==> config.mk <==
export PLATFORM = sky130hd
export DESIGN_NAME = fan_pwm_ramp_and_min_duty
export DESIGN_NICKNAME = d
export VERILOG_FILES = /design/src/fan_ramp_pkg.sv /design/src/fan_ramp_limiter.sv /design/src/fan_pwm_ramp_and_min_duty.sv
export SDC_FILE = /design/constraint.sdc
export NUM_CORES = 1
export LEC_CHECK = 0
export CAP_MARGIN = 20
export CORE_MARGIN = 10
export CORE_UTILIZATION = 32
export DETAILED_ROUTE_END_ITERATION = 16
export DONT_BUFFER_PORTS = 1
export PLACE_DENSITY = 0.54
export SYNTH_ARGS = -nofsm -noshare
export SYNTH_HDL_FRONTEND = slang
export SYNTH_SLANG_ARGS = --single-unit
==> constraint.sdc <==
create_clock -name clk -period 3.5 [get_ports clk]
set_input_delay 0.525 -clock clk [delete_from_list [all_inputs] [get_ports clk]]
set_output_delay 0.525 -clock clk [all_outputs]
set_load 0.02 [all_outputs]
==> src/fan_ramp_pkg.sv <==
package fan_ramp_pkg;

	// Register offsets
	localparam logic [7:0] FAN1_MIN_DUTY_ADDR = 8'h64;
	localparam logic [7:0] FAN2_MIN_DUTY_ADDR = 8'h65;
	localparam logic [7:0] FAN3_MIN_DUTY_ADDR = 8'h66;
	localparam logic [7:0] ACOUSTIC_SMOOTH_ADDR = 8'h5f;

	// Reset values
	localparam logic [7:0] MIN_DUTY_RESET = 8'h80;
	localparam logic [2:0] RAMP_CODE_RESET = 3'h0;
	localparam logic SMOOTH_EN_RESET = 1'b0;

	// Acoustic smoothing register field positions
	localparam int SMOOTH_EN_BIT = 7;
	localparam int RAMP_CODE_MSB = 6;
	localparam int RAMP_CODE_LSB = 4;

	// Ramp code to time-slot count
	localparam logic [7:0] SLOT_TAB [8] = '{8'h01, 8'h02, 8'h03, 8'h04,
		8'h08, 8'h0c, 8'h18, 8'h30};

	// Full-range ramp times at one time slot, in milliseconds
	localparam longint unsigned RAMP_FAST_MS = 64'd37500;
	localparam longint unsigned RAMP_SLOW_MS = 64'd52200;

	// Clock rate and number of duty codes crossed by a full ramp
	localparam longint unsigned CLK_PER_MS = 64'd100000;
	localparam longint unsigned FULL_SCALE_STEPS = 64'd255;

	// One duty code per step at one slot; rounded down (a longest time)
	localparam longint unsigned STEP_FAST_CYC = RAMP_FAST_MS * CLK_PER_MS / FULL_SCALE_STEPS;
	localparam longint unsigned STEP_SLOW_CYC = RAMP_SLOW_MS * CLK_PER_MS / FULL_SCALE_STEPS;

	// PWM frame: counter runs 0..254 so code 0xff is always on
	localparam logic [7:0] PWM_LAST_COUNT = 8'hfe;
	localparam int NUM_FANS = 3;

endpackage

==> src/fan_ramp_limiter.sv <==
`timescale 1ns/1ps

// One fan output: steers applied duty toward its target
module fan_ramp_limiter
	import fan_ramp_pkg::*;
(
	input wire logic clk,
	input wire logic rst_b,
	input wire logic [7:0] target_duty,
	input wire logic smooth_on,
	input wire logic step_tick,
	output logic [7:0] applied_duty
);

	logic [7:0] applied_q; // Duty now driven to the PWM stage
	logic [7:0] applied_d;

	// Next applied duty
	always_comb
	begin
		applied_d = applied_q;
		if (!smooth_on)
		begin
			// No smoothing: jump straight to target
			applied_d = target_duty;
		end
		else if (target_duty < applied_q)
		begin
			// Only rises are rate limited; falls take effect at once
			applied_d = target_duty;
		end
		else if (step_tick && (target_duty > applied_q))
		begin
			// One code per step period, never past target
			applied_d = applied_q + 8'h01;
		end
	end

	// Applied duty register
	always_ff @(posedge clk)
	begin
		if (!rst_b)
			applied_q <= 8'h00;
		else
			applied_q <= applied_d;
	end

	assign applied_duty = applied_q;

endmodule

==> src/fan_pwm_ramp_and_min_duty.sv <==
`timescale 1ns/1ps

// Function
// - Smoothing limits duty rise, ramps toward target
// - Fast mode: codes select slots 1..48
// - Slow mode: same codes, longer ramp times
// - Enable bit 7 smooths Remote 2 outputs
// - Lock bit makes smoothing register read-only
// - Three min duty registers reset 0x80
// - Min duty maps linearly, 0xFF full on
// - Auto mode makes min duty registers read-only
// - Bits 6:4 hold Remote 2 ramp code
// - Above threshold, target never below minimum duty
module fan_pwm_ramp_and_min_duty
	import fan_ramp_pkg::*;
#(
	parameter int unsigned STEP_FAST_CYCLES = 32'(STEP_FAST_CYC), // Cycles per step, one slot
	parameter int unsigned STEP_SLOW_CYCLES = 32'(STEP_SLOW_CYC)
)
(
	input wire logic clk,
	input wire logic rst_b,
	input wire logic reg_wr,
	input wire logic [7:0] reg_addr,
	input wire logic [7:0] reg_wdata,
	output logic [7:0] reg_rdata,
	input wire logic slow_ramp,
	input wire logic config_lock,
	input wire logic auto_mode,
	input wire logic [2:0] remote2_assoc,
	input wire logic [2:0] above_tmin,
	input wire logic [7:0] target_duty_one,
	input wire logic [7:0] target_duty_two,
	input wire logic [7:0] target_duty_three,
	output logic fan_drive_one,
	output logic fan_drive_two,
	output logic fan_drive_three,
	output logic [7:0] applied_duty_one,
	output logic [7:0] applied_duty_two,
	output logic [7:0] applied_duty_three
);

	logic [7:0] min_duty_q [NUM_FANS]; // Minimum duty per fan output
	logic remote2_smooth_enable_q; // Smoothing enable
	logic [2:0] remote2_ramp_rate_q; // Ramp code
	logic [7:0] reg_rdata_q; // Registered read data
	logic [31:0] step_fast_tab [8]; // Step period per code, fast mode
	logic [31:0] step_slow_tab [8]; // Step period per code, slow mode
	logic [31:0] step_period; // Selected step period
	logic [31:0] step_cnt_q; // Step timer
	logic step_tick_q; // One-cycle pulse per step period
	logic [2:0] ramp_code_last_q; // Code seen last cycle
	logic slow_last_q; // Slow bit seen last cycle
	logic [7:0] target_in [NUM_FANS]; // Targets as an array
	logic [7:0] target_eff [NUM_FANS]; // Target after minimum duty floor
	logic [7:0] applied [NUM_FANS]; // Limiter outputs
	logic [7:0] pwm_cnt_q; // PWM frame counter
	logic [NUM_FANS-1:0] drive_q; // PWM outputs

	// Targets gathered into an array so the per-fan loop can index them
	assign target_in[0] = target_duty_one;
	assign target_in[1] = target_duty_two;
	assign target_in[2] = target_duty_three;

	// Minimum duty registers; writes dropped in automatic mode
	always_ff @(posedge clk)
	begin
		if (!rst_b)
		begin
			min_duty_q[0] <= MIN_DUTY_RESET;
			min_duty_q[1] <= MIN_DUTY_RESET;
			min_duty_q[2] <= MIN_DUTY_RESET;
		end
		else if (reg_wr && !auto_mode)
		begin
			if (reg_addr == FAN1_MIN_DUTY_ADDR)
				min_duty_q[0] <= reg_wdata;
			if (reg_addr == FAN2_MIN_DUTY_ADDR)
				min_duty_q[1] <= reg_wdata;
			if (reg_addr == FAN3_MIN_DUTY_ADDR)
				min_duty_q[2] <= reg_wdata;
		end
	end

	// Acoustic smoothing register; frozen once the lock is set
	always_ff @(posedge clk)
	begin
		if (!rst_b)
		begin
			remote2_smooth_enable_q <= SMOOTH_EN_RESET;
			remote2_ramp_rate_q <= RAMP_CODE_RESET;
		end
		else if (reg_wr && !config_lock && (reg_addr == ACOUSTIC_SMOOTH_ADDR))
		begin
			remote2_smooth_enable_q <= reg_wdata[SMOOTH_EN_BIT];
			remote2_ramp_rate_q <= reg_wdata[RAMP_CODE_MSB:RAMP_CODE_LSB];
		end
	end

	// Read data, registered; unused bits and unmapped addresses read zero
	always_ff @(posedge clk)
	begin
		if (!rst_b)
			reg_rdata_q <= 8'h00;
		else
		begin
			unique case (reg_addr)
				FAN1_MIN_DUTY_ADDR:
					reg_rdata_q <= min_duty_q[0];
				FAN2_MIN_DUTY_ADDR:
					reg_rdata_q <= min_duty_q[1];
				FAN3_MIN_DUTY_ADDR:
					reg_rdata_q <= min_duty_q[2];
				ACOUSTIC_SMOOTH_ADDR:
					reg_rdata_q <= {remote2_smooth_enable_q, remote2_ramp_rate_q, 4'h0};
				default:
					reg_rdata_q <= 8'h00;
			endcase
		end
	end

	assign reg_rdata = reg_rdata_q;

	// Step period per code: base step shared out over the slot count
	for (genvar i = 0; i < 8; i++)
	begin : g_step_tab
		// Constant division, folded at elaboration rather than built
		assign step_fast_tab[i] = 32'(STEP_FAST_CYCLES / 32'(SLOT_TAB[i]));
		assign step_slow_tab[i] = 32'(STEP_SLOW_CYCLES / 32'(SLOT_TAB[i]));
	end

	// Slow bit selects the longer table
	always_comb
	begin
		if (slow_ramp)
			step_period = step_slow_tab[remote2_ramp_rate_q];
		else
			step_period = step_fast_tab[remote2_ramp_rate_q];
	end

	// Step timer; restarts when code or mode changes so a new
	// rate never inherits a half-spent long period
	always_ff @(posedge clk)
	begin
		if (!rst_b)
		begin
			step_cnt_q <= 32'h0000_0000;
			step_tick_q <= 1'b0;
			ramp_code_last_q <= RAMP_CODE_RESET;
			slow_last_q <= 1'b0;
		end
		else
		begin
			ramp_code_last_q <= remote2_ramp_rate_q;
			slow_last_q <= slow_ramp;
			if ((ramp_code_last_q != remote2_ramp_rate_q) || (slow_last_q != slow_ramp))
			begin
				step_cnt_q <= 32'h0000_0000;
				step_tick_q <= 1'b0;
			end
			else if ((step_cnt_q + 32'h0000_0001) >= step_period)
			begin
				step_cnt_q <= 32'h0000_0000;
				step_tick_q <= 1'b1;
			end
			else
			begin
				step_cnt_q <= step_cnt_q + 32'h0000_0001;
				step_tick_q <= 1'b0;
			end
		end
	end

	// Per fan: floor, limiter, PWM compare
	for (genvar i = 0; i < NUM_FANS; i++)
	begin : g_fan
		// Below threshold the output is off; above it the target is never under minimum
		assign target_eff[i] = !above_tmin[i] ? 8'h00 :
			((target_in[i] < min_duty_q[i]) ? min_duty_q[i] : target_in[i]);

		fan_ramp_limiter u_limiter (
			.clk(clk),
			.rst_b(rst_b),
			.target_duty(target_eff[i]),
			.smooth_on(remote2_smooth_enable_q && remote2_assoc[i]),
			.step_tick(step_tick_q),
			.applied_duty(applied[i])
		);

		// Counter spans 0..254: 0x00 never on, 0xff always on
		always_ff @(posedge clk)
		begin
			if (!rst_b)
				drive_q[i] <= 1'b0;
			else
				drive_q[i] <= (pwm_cnt_q < applied[i]);
		end
	end

	// PWM frame counter, 255 clocks per frame
	always_ff @(posedge clk)
	begin
		if (!rst_b)
			pwm_cnt_q <= 8'h00;
		else if (pwm_cnt_q == PWM_LAST_COUNT)
			pwm_cnt_q <= 8'h00;
		else
			pwm_cnt_q <= pwm_cnt_q + 8'h01;
	end

	// Outputs come straight from their flops; no logic after the registers
	// keeps the pins glitch free
	assign fan_drive_one = drive_q[0];
	assign fan_drive_two = drive_q[1];
	assign fan_drive_three = drive_q[2];
	// Applied duty is the limiter's own register
	assign applied_duty_one = applied[0];
	assign applied_duty_two = applied[1];
	assign applied_duty_three = applied[2];

endmodule

==> impl_summary.log, run 1 <==
[metrics] result of the run: complete, no violations
[metrics] Total Routing Usage GR: 14.0%
[metrics] number of instances in the synthesized netlist: 934
[metrics] Wirelength per Cell: 18.2 um
[metrics] post-layout worst setup margin: 0.172 ns
[metrics] worst-skew pair later-pin latency: 0.36 ns
[metrics] share of post-route cells with drive strength above 1: 11.2%
[metrics] worst hold path depth: 1
[metrics] share of total power in sequential cells: 47.5%
[metrics] Post-Place Worst Slack: 0.0196 ns
[metrics] I/O pins: 87
[metrics] Num Clock Sinks: 108
[metrics] HPWL after detailed placement: 18,700 um
[metrics] residual antenna-violating net count after detailed routing: 0
[metrics] DIE WIDTH: 180 um
[metrics] iteration count of the initial detailed-routing pass: 5
[metrics] CTS clk-pin slew, worst paths: 0.08 ns
[metrics] global-route wire length before repair: 36,500 um
[metrics] most frequent cells in the layout: ha_1 (104), nand2_1 (89), dfxtp_1 (84), nor2_1 (56), nand3_1 (54)
[metrics] min Tclk post-route: 3.33 ns
[metrics] clk buf depth: 2
[metrics] Worst Tran Pin Value: 0.576 ns
[metrics] total congestion overflow: 0
[metrics] summed instance area of the synthesized netlist: 0.00815 sq mm
[metrics] Cell Rows: 58
[metrics] leakage power figure: 3.80 nW
[metrics] number of enable-type register cells in the synthesized netlist: 24
[metrics] core area: 0.0251 sq mm
[metrics] endpoint of the most critical register-to-register path: g_fan[0].u_limiter.applied_duty[4]
[metrics] hold bufs inserted after CTS: 0
[metrics] hold-critical path endpoint: g_fan[2].u_limiter.applied_duty[1]
[metrics] skew final: 0.00978 ns
[metrics] r2r setup slk: 0.17 ns
[metrics] Final Slew Violations: 0
[metrics] die height: 180 um
[metrics] internal power: 0.00210 W
[metrics] clock share of power: 34.4%
[metrics] proportion of register bits with asynchronous set or reset after synthesis: 0%
[metrics] nets: 1,113
[metrics] maximum achievable frequency: 300 MHz
[metrics] post-synthesis sequential area ratio: 29.5%
[metrics] post-layout total power: 0.00296 W
[metrics] switching part of the total power: 29.2%
[metrics] CTS tree: done
[metrics] input/output buffers: 0
[metrics] largest net degree at the start of global routing: 46
[metrics] Die ar.: 0.0322 sq mm
[metrics] most frequent standard cell in the layout excluding fill and tap cells: ha_1
[metrics] type of destination of the critical path: register
[metrics] clock buffer count from CTS: 9
[metrics] startpoint of the lowest-slack register-to-register path: min_duty_q[0][5]
[metrics] initial core utilization: 32.4%
[metrics] DRT Wirelength: 23,600 um
[metrics] utilization after layout: 36.6%
[metrics] vias after detailed routing: 6,787
[metrics] Final setup violation count: 0
[metrics] path category of the worst min-delay check: input pin to register
[metrics] initial antenna violation count: 2
[metrics] Slew headroom: 61.5%
[metrics] detail-routed via count per cell: 5.25
[metrics] start point of the worst min-delay path: rst_b
[metrics] Ys Warns: 0
[metrics] filler cell count in the final layout: 2,625
[metrics] number of global-route vias before repair: 6,482
[metrics] htree depth: 3
[metrics] power density over the cells: 322 mW/mm^2
[metrics] peak ir drop on the vdd network: 0.236 mV
[metrics] number of distinct standard cells referenced by the synthesized netlist: 58
[metrics] RD Place Congestion: 0.875
[metrics] Iter 0 DRT Violations: 556
[metrics] data arrival time of the critical path: 3.61 ns
[metrics] Max Fanout on Critical Path: 16
[metrics] area added between synthesis and finish: 12.7%
[metrics] number of failing hold endpoints at the final stage: 0
[metrics] Max Cap Viol: 0
[metrics] commonest register cell after synthesis: dfxtp_1
[metrics] critical setup path kind: register to register
[metrics] data required time of the critical path: 3.78 ns
[metrics] length in cells of the worst reg-to-reg path: 15
[metrics] cell at the root of the clock tree: clkbuf_16
[metrics] switching pwr: 0.000863 W
[metrics] Setup crit start: min_duty_q[0][5]
[metrics] number of remaining DRC errors: 0
[metrics] synthesized flop and latch total: 108
[metrics] Hold Slack: 0.291 ns
[metrics] category of the worst setup path launch point: register
[metrics] per-instance average area after synthesis: 8.72 sq um
[metrics] Period Utilization, post-route: 95.1%
[metrics] Combinational Power Share: 18.1%
-- metal layers --
layer,GRT usage (%),part of all wire (%),vias up
li1,-,-,3427
met1,16.4,43,3189
met2,24.2,49,149
met3,3.65,6.2,22
met4,4.40,2.0,0
met5,0,0,-
-- layout make-up --
class	count	area [sq um]	share of cell area (%)
diodes	1	2.50	0.0272
clock buffers	11	254	2.77
clock inverters	5	33.8	0.368
inverters	54	203	2.21
multi-input cells	737	5480	59.6
flip-flops and latches	108	2400	26.2
well taps	330	413	4.50
repair buffers	47	398	4.33
-- power groups by stage --
stage                     combinational, W  sequential [W]  clock, W
after global routing              0.000602         0.00142   0.00109
after floorplan                   0.000405         0.00141         0
after CTS                         0.000519         0.00141   0.00105
after detailed placement          0.000515         0.00144         0
after global placement            0.000509         0.00144         0
final                             0.000535         0.00141   0.00102
-- what timing repair did --
action	CTS	global route
resized for setup	0	20
setup endpoints to repair	0	46
setup buffers	0	2
-- kinds of logic after synthesis --
logic type      count (synthesis)  synth area share, %
simple gates                  343                 23.9
compound gates                199                 16.4
flops                         108                 29.5
fa+ha+maj                     104                 16.0
buf+inv                        95                 4.61
xor+xnor                       56                 6.02
mux                            28                 3.64
other cells                     1               0.0460
-- how the worst max path moves through the flow --
stage               slack (ns)                                  to  depth (start not counted)
global route            -0.004  g_fan[2].u_limiter.applied_duty[6]                         15
detailed placement        0.02  g_fan[0].u_limiter.applied_duty[1]                         14
floorplan                0.004  g_fan[0].u_limiter.applied_duty[4]                         15
CTS                       0.10  g_fan[0].u_limiter.applied_duty[1]                         15
global placement          0.09  g_fan[1].u_limiter.applied_duty[3]                         14
finish                    0.17  g_fan[0].u_limiter.applied_duty[4]                         15
-- state kept, by name (all words and copies together), names as in the netlist --
name,count
step_cnt_q,32
g_fan.u_limiter.applied_duty,24
min_duty_q,24
pwm_cnt_q,8
reg_rdata,8
ramp_code_last_q,3
remote2_ramp_rate_q,3
fan_drive_one,1
fan_drive_three,1
fan_drive_two,1
remote2_smooth_enable_q,1
slow_last_q,1
step_tick_q,1
-- critical path, cell delays in order, from the launching register on --
cell	delay [ns]
edfxtp_1	0.40
inv_1	0.11
ha_1	0.25
a21o_1	0.18
a21o_1	0.16
a21o_1	0.22
a21oi_4	0.18
nand2_1	0.07
a21boi_0	0.20
ha_1	0.30
a211o_1	0.30
or3_1	0.32
o21ai_2	0.16
buf_12	0.16
o21ai_0	0.08
a31oi_1	0.16
-- Yosys cell counts, types with 8 or more instances --
| master | count | area share (%) |
|---|---|---|
| xor2_1 | 22 | 2.4 |
| or3_1 | 8 | 0.61 |
| and3_1 | 8 | 0.61 |
| nand3_1 | 55 | 3.4 |
| dfxtp_1 | 84 | 21 |
| o21ai_0 | 46 | 2.8 |
| nand4_1 | 27 | 2.1 |
| nor3_1 | 14 | 0.86 |
| a211oi_1 | 9 | 0.83 |
| o21a_1 | 13 | 1.2 |
| nand3b_1 | 8 | 0.74 |
| nor4b_2 | 16 | 2.9 |
| xnor2_1 | 34 | 3.7 |
| ha_1 | 104 | 16 |
| a31oi_1 | 24 | 1.8 |
| edfxtp_1 | 24 | 8.8 |
| nand2b_1 | 9 | 0.69 |
| nand2_1 | 89 | 4.1 |
| and2_1 | 16 | 1.2 |
| a21boi_0 | 14 | 1.3 |
| nor2_1 | 57 | 2.6 |
| nor2b_1 | 15 | 1.2 |
| mux2i_1 | 24 | 2.9 |
| a21oi_1 | 24 | 1.5 |
| a21o_1 | 21 | 1.9 |
| clkbuf_1 | 30 | 1.4 |
| inv_1 | 53 | 2.4 |
-- through the flow --
stage	area, sq um	setup TNS [ns]	std cells
floorplan	8190	0	940
global placement	8800	0	1274
detailed placement	8800	0	1274
CTS	9090	0	1290
global route	9180	-0.00395	1292
finish	9180	0	1293
(Power assumes the default switching activity.)
==> run 2, diff against run 1 <==
--- a/config.mk
+++ b/config.mk
@@ -7,10 +7,11 @@
 export LEC_CHECK = 0
 export CAP_MARGIN = 20
 export CORE_MARGIN = 10
-export CORE_UTILIZATION = 32
+export CORE_UTILIZATION = 59
 export DETAILED_ROUTE_END_ITERATION = 16
 export DONT_BUFFER_PORTS = 1
-export PLACE_DENSITY = 0.54
+export PLACE_DENSITY = 0.85
 export SYNTH_ARGS = -nofsm -noshare
 export SYNTH_HDL_FRONTEND = slang
+export SYNTH_HIERARCHICAL = 1
 export SYNTH_SLANG_ARGS = --single-unit
==> constraint.sdc (replaced) <==
create_clock -name clk -period 3.5 [get_ports clk]
set_input_delay 0.35 -clock clk [delete_from_list [all_inputs] [get_ports clk]]
set_output_delay 0.35 -clock clk [all_outputs]
set_load 0.02 [all_outputs]
==> run 2 against run 1 <==
Net effect: the flow now finishes with violations (negative setup slack); clock-buffer cell count shrank 1; global-route usage grew 7.5 points; fmax shrank 7.0%; sequential share of layout area shrank 1.1 points; hold slack lost 0.18 ns; wire length grew 0.91%; die area shrank 40%; clock power is essentially flat; via count grew 8.7%; setup slack lost 0.25 ns; utilization grew 33 points; clock skew shrank 0.0012 ns; highest routed layer unchanged.
==> impl_summary.log, run 2 <==
[metrics] clk buf depth: 2 (unchanged)
[metrics] Total Routing Usage GR: 21.5% (+7.5 points)
[metrics] data required time of the critical path: 3.78 ns (about the same)
[metrics] synthesized flop and latch total: 108 (unchanged)
[metrics] total area of sequential cells: 0.00241 sq mm (+0.42%)
[metrics] iteration count of the initial detailed-routing pass: 7 (+2)
[metrics] top cells by area in the synthesized netlist: dfxtp_1 (20%), ha_1 (16%), edfxtp_1 (8.6%), mux2i_1 (4.6%), inv_1 (4.5%)
[metrics] path category of the worst min-delay check: input pin to register
[metrics] Combinational Power Share: 24.7% (+6.6 points)
[metrics] Largest register FFs: 32 (unchanged)
[metrics] slowest cell delay on critical path: 0.45 ns (+0.05 ns)
[metrics] violations in the final reports: negative setup slack
[metrics] critical setup path kind: register to register
[metrics] initial antenna violation count: 0 (-2)
[metrics] Num Clock Sinks: 108 (unchanged)
[metrics] cell at the root of the clock tree: clkbuf_16
[metrics] leakage power figure: 3.92 nW (+3.2%)
[metrics] Critical Path, Cell by Cell: inv_2 > ha_4 > and2_1 > o21ai_2 > o21ai_2 > o41a_4 > mux2i_1 > nor2b_1 > ha_1 > o21ai_0 > nor2_2 > o41ai_4 > nor2_4 > a221oi_2
[metrics] DIE WIDTH: 139 um (-23%)
[metrics] clock buffer count from CTS: 9 (unchanged)
[metrics] largest net degree at the start of global routing: 43 (-6.5%)
[metrics] type of destination of the critical path: register
[metrics] most frequent cells in the layout: ha_1 (99), inv_1 (97), dfxtp_1 (76), buf_4 (57), o21ai_0 (48)
[metrics] initial core utilization: 60.1% (+28 points)
[metrics] Hold Slack: 0.114 ns (-0.177 ns)
[metrics] Final TNS setup: -0.406 ns (-0.406 ns)
[metrics] Iter 0 DRT Violations: 918 (+65%)
[metrics] switching pwr: 0.00107 W (+24%)
[metrics] power density over the cells: 341 mW/mm^2 (+5.9%)
[metrics] result of the run: finished, violations left
[metrics] Die ar.: 0.0193 sq mm (-40%)
[metrics] min Tclk post-route: 3.58 ns (+0.252 ns)
[metrics] I/O pins: 87 (unchanged)
[metrics] peak ir drop on the vdd network: 0.314 mV (+33%)
[metrics] data arrival time of the critical path: 3.86 ns (+0.25 ns)
[metrics] Period Utilization, post-route: 102% (+7.2 points)
[metrics] area added between synthesis and finish: 15.3%
[metrics] number of instances in the synthesized netlist: 921 (-1.4%)
[metrics] most numerous cell in the Yosys netlist: ha_1
[metrics] number of enable-type register cells in the synthesized netlist: 24 (unchanged)
[metrics] CTS tree: done
[metrics] setup repair after global routing missed its margin: yes
[metrics] Ys Warns: 6 (+6)
[metrics] share of total power in sequential cells: 43.5% (-4.0 points)
[metrics] clock share of power: 31.8% (-2.6 points)
[metrics] internal power: 0.00222 W (+5.7%)
[metrics] number of failing hold endpoints at the final stage: 0 (unchanged)
[metrics] core area: 0.0139 sq mm (-45%)
[metrics] most frequent standard cell in the layout excluding fill and tap cells: ha_1
[metrics] placed inst area: 0.00876 sq mm (-0.44%)
[metrics] htree depth: 3 (unchanged)
[metrics] per-instance average area after synthesis: 9.06 sq um (+3.9%)
[metrics] Final Slew Violations: 0 (unchanged)
[metrics] Final setup violation count: 12 (+12)
[metrics] most used cell, CP: o21ai_2
[metrics] maximum achievable frequency: 279 MHz (-7.0%)
[metrics] register with the most flip-flops: step_cnt_q
[metrics] Synth top area share: 20.1% (-0.50 points)
[metrics] share of post-route cells with drive strength above 1: 21.5% (+10 points)
[metrics] post-synthesis sequential area ratio: 28.8% (-0.71 points)
[metrics] worst-skew pair later-pin latency: 0.37 ns (about the same)
[metrics] skew final: 0.00853 ns (-0.00125 ns)
[metrics] switching part of the total power: 32.6% (+3.4 points)
[metrics] Wirelength per Cell: 20.6 um (+13%)
[metrics] Max Cap Viol: 0 (unchanged)
[metrics] nets: 1,127 (+1.3%)
[metrics] Worst Tran Pin Value: 0.809 ns (+0.233 ns)
[metrics] proportion of register bits with asynchronous set or reset after synthesis: 0% (unchanged)
[metrics] area of all placed cells without fillers: 0.00963 sq mm (+4.8%)
[metrics] Max Fanout on Critical Path: 7 (-9)
[metrics] area of combinational cells with multiple inputs: 0.00587 sq mm (+7.1%)
[metrics] DRT Wirelength: 23,800 um (+0.91%)
[metrics] number of global-route vias before repair: 6,858 (+5.8%)
[metrics] global-route wire length before repair: 34,500 um (-5.5%)
[metrics] total congestion overflow: 0 (unchanged)
[metrics] vias after detailed routing: 7,377 (+8.7%)
[metrics] HPWL after detailed placement: 16,500 um (-12%)
[metrics] post-layout total power: 0.00329 W (+11%)
[metrics] category of the worst setup path launch point: register
[metrics] filler cell count in the final layout: 940 (-64%)
[metrics] list of most frequent post-synthesis cells: ha_1 (104), inv_1 (99), dfxtp_1 (84)
[metrics] number of remaining DRC errors: 0 (unchanged)
[metrics] residual antenna-violating net count after detailed routing: 0 (unchanged)
[metrics] Cell Rows: 43 (-26%)
[metrics] utilization after layout: 69.3% (+33 points)
[metrics] most area-hungry cell type in the Yosys netlist: dfxtp_1
[metrics] Slew headroom: 45.7% (-16 points)
[metrics] number of distinct standard cells referenced by the synthesized netlist: 64 (+10%)
[metrics] summed instance area of the synthesized netlist: 0.00835 sq mm (+2.5%)
[metrics] commonest register cell after synthesis: dfxtp_1
[metrics] die height: 139 um (-23%)
[metrics] detail-routed via count per cell: 6.38 (+21%)
[metrics] RD Place Congestion: 0.892 (+1.9%)
[metrics] CTS clk-pin slew, worst paths: 0.08 ns (about the same)
[metrics] post-layout worst setup margin: -0.0802 ns (-0.252 ns)
[metrics] highest-delay cell along the critical path: edfxtp_1
[metrics] input/output buffers: 0 (unchanged)
[run 2: worst paths after layout]
| check | start | endpoint | slack (ns) | cells after the start |
|---|---|---|---|---|
| max | min_duty_q[0][20] | g_fan[2].u_limiter/applied_duty[0] | -0.08 | 14 |
| min reg2reg | step_cnt_q[0] | step_cnt_q[0] | 0.48 | 1 |
| max reg2reg | min_duty_q[0][20] | g_fan[2].u_limiter/applied_duty[0] | -0.08 | 14 |
| min | slow_ramp | slow_last_q | 0.11 | 1 |
[run 2: power groups by stage]
stage	Sequential [W]	Clock [W]	Combinational [W]
6_report	0.00143	0.00105	0.000811
3_3_place_gp	0.00146	0	0.000606
3_5_place_dp	0.00146	0	0.000632
5_1_grt	0.00144	0.00110	0.000867
4_1_cts	0.00143	0.00105	0.000664
2_1_floorplan	0.00143	0	0.000497
[run 2: metrics by stage]
stage                     worst slack [ns]  instances
after CTS                         -0.00178       1142
after global placement              0.0957       1117
after global routing                -0.172       1156
after detailed placement           -0.0958       1117
after floorplan                      0.168        927
final                              -0.0802       1157
[run 2: layer usage]
metal	wire (um)	track usage, %	up-vias
met5	0	0	-
met4	905	6.86	0
met3	2160	6.40	83
met2	11700	37.0	400
met1	8970	24.8	3484
li1	-	-	3410
[run 2: logic make-up after synthesis]
logic type      count (synthesis)  share of synthesized area (%)
xor+xnor                       54                           5.67
compound gates                191                           16.6
flops                         108                           28.8
buf+inv                       124                           5.76
simple gates                  300                           22.7
fa+ha+maj                     104                           15.6
other cells                     1                         0.0449
mux                            39                           4.83
[run 2: worst max-delay path, delay by kind of cell (launching register included)]
kind / cells / cell delay, ns
compound gates: 6 / 1.54
fa+ha+maj: 2 / 0.55
buf+inv: 1 / 0.09
flops: 1 / 0.45
mux: 1 / 0.27
simple gates: 4 / 0.59
[run 2: layout make-up]
| class | instances | area share [%] |
|---|---|---|
| diodes | 1 | 0.0260 |
| clock buffers | 10 | 2.48 |
| clock inverters | 6 | 0.624 |
| inverters | 99 | 3.86 |
| multi-input cells | 695 | 61.0 |
| flip-flops and latches | 108 | 25.1 |
| well taps | 180 | 2.34 |
| repair buffers | 58 | 4.65 |
[run 2: what timing repair did]
action | in CTS | in global routing
buffers inserted | 9 | 14
hold buffers | 0 | 0
endpoints found under the hold margin | 0 | 0
gates resized for setup | 12 | 77
pin swaps | 5 | 30
setup endpoints to repair | 17 | 49
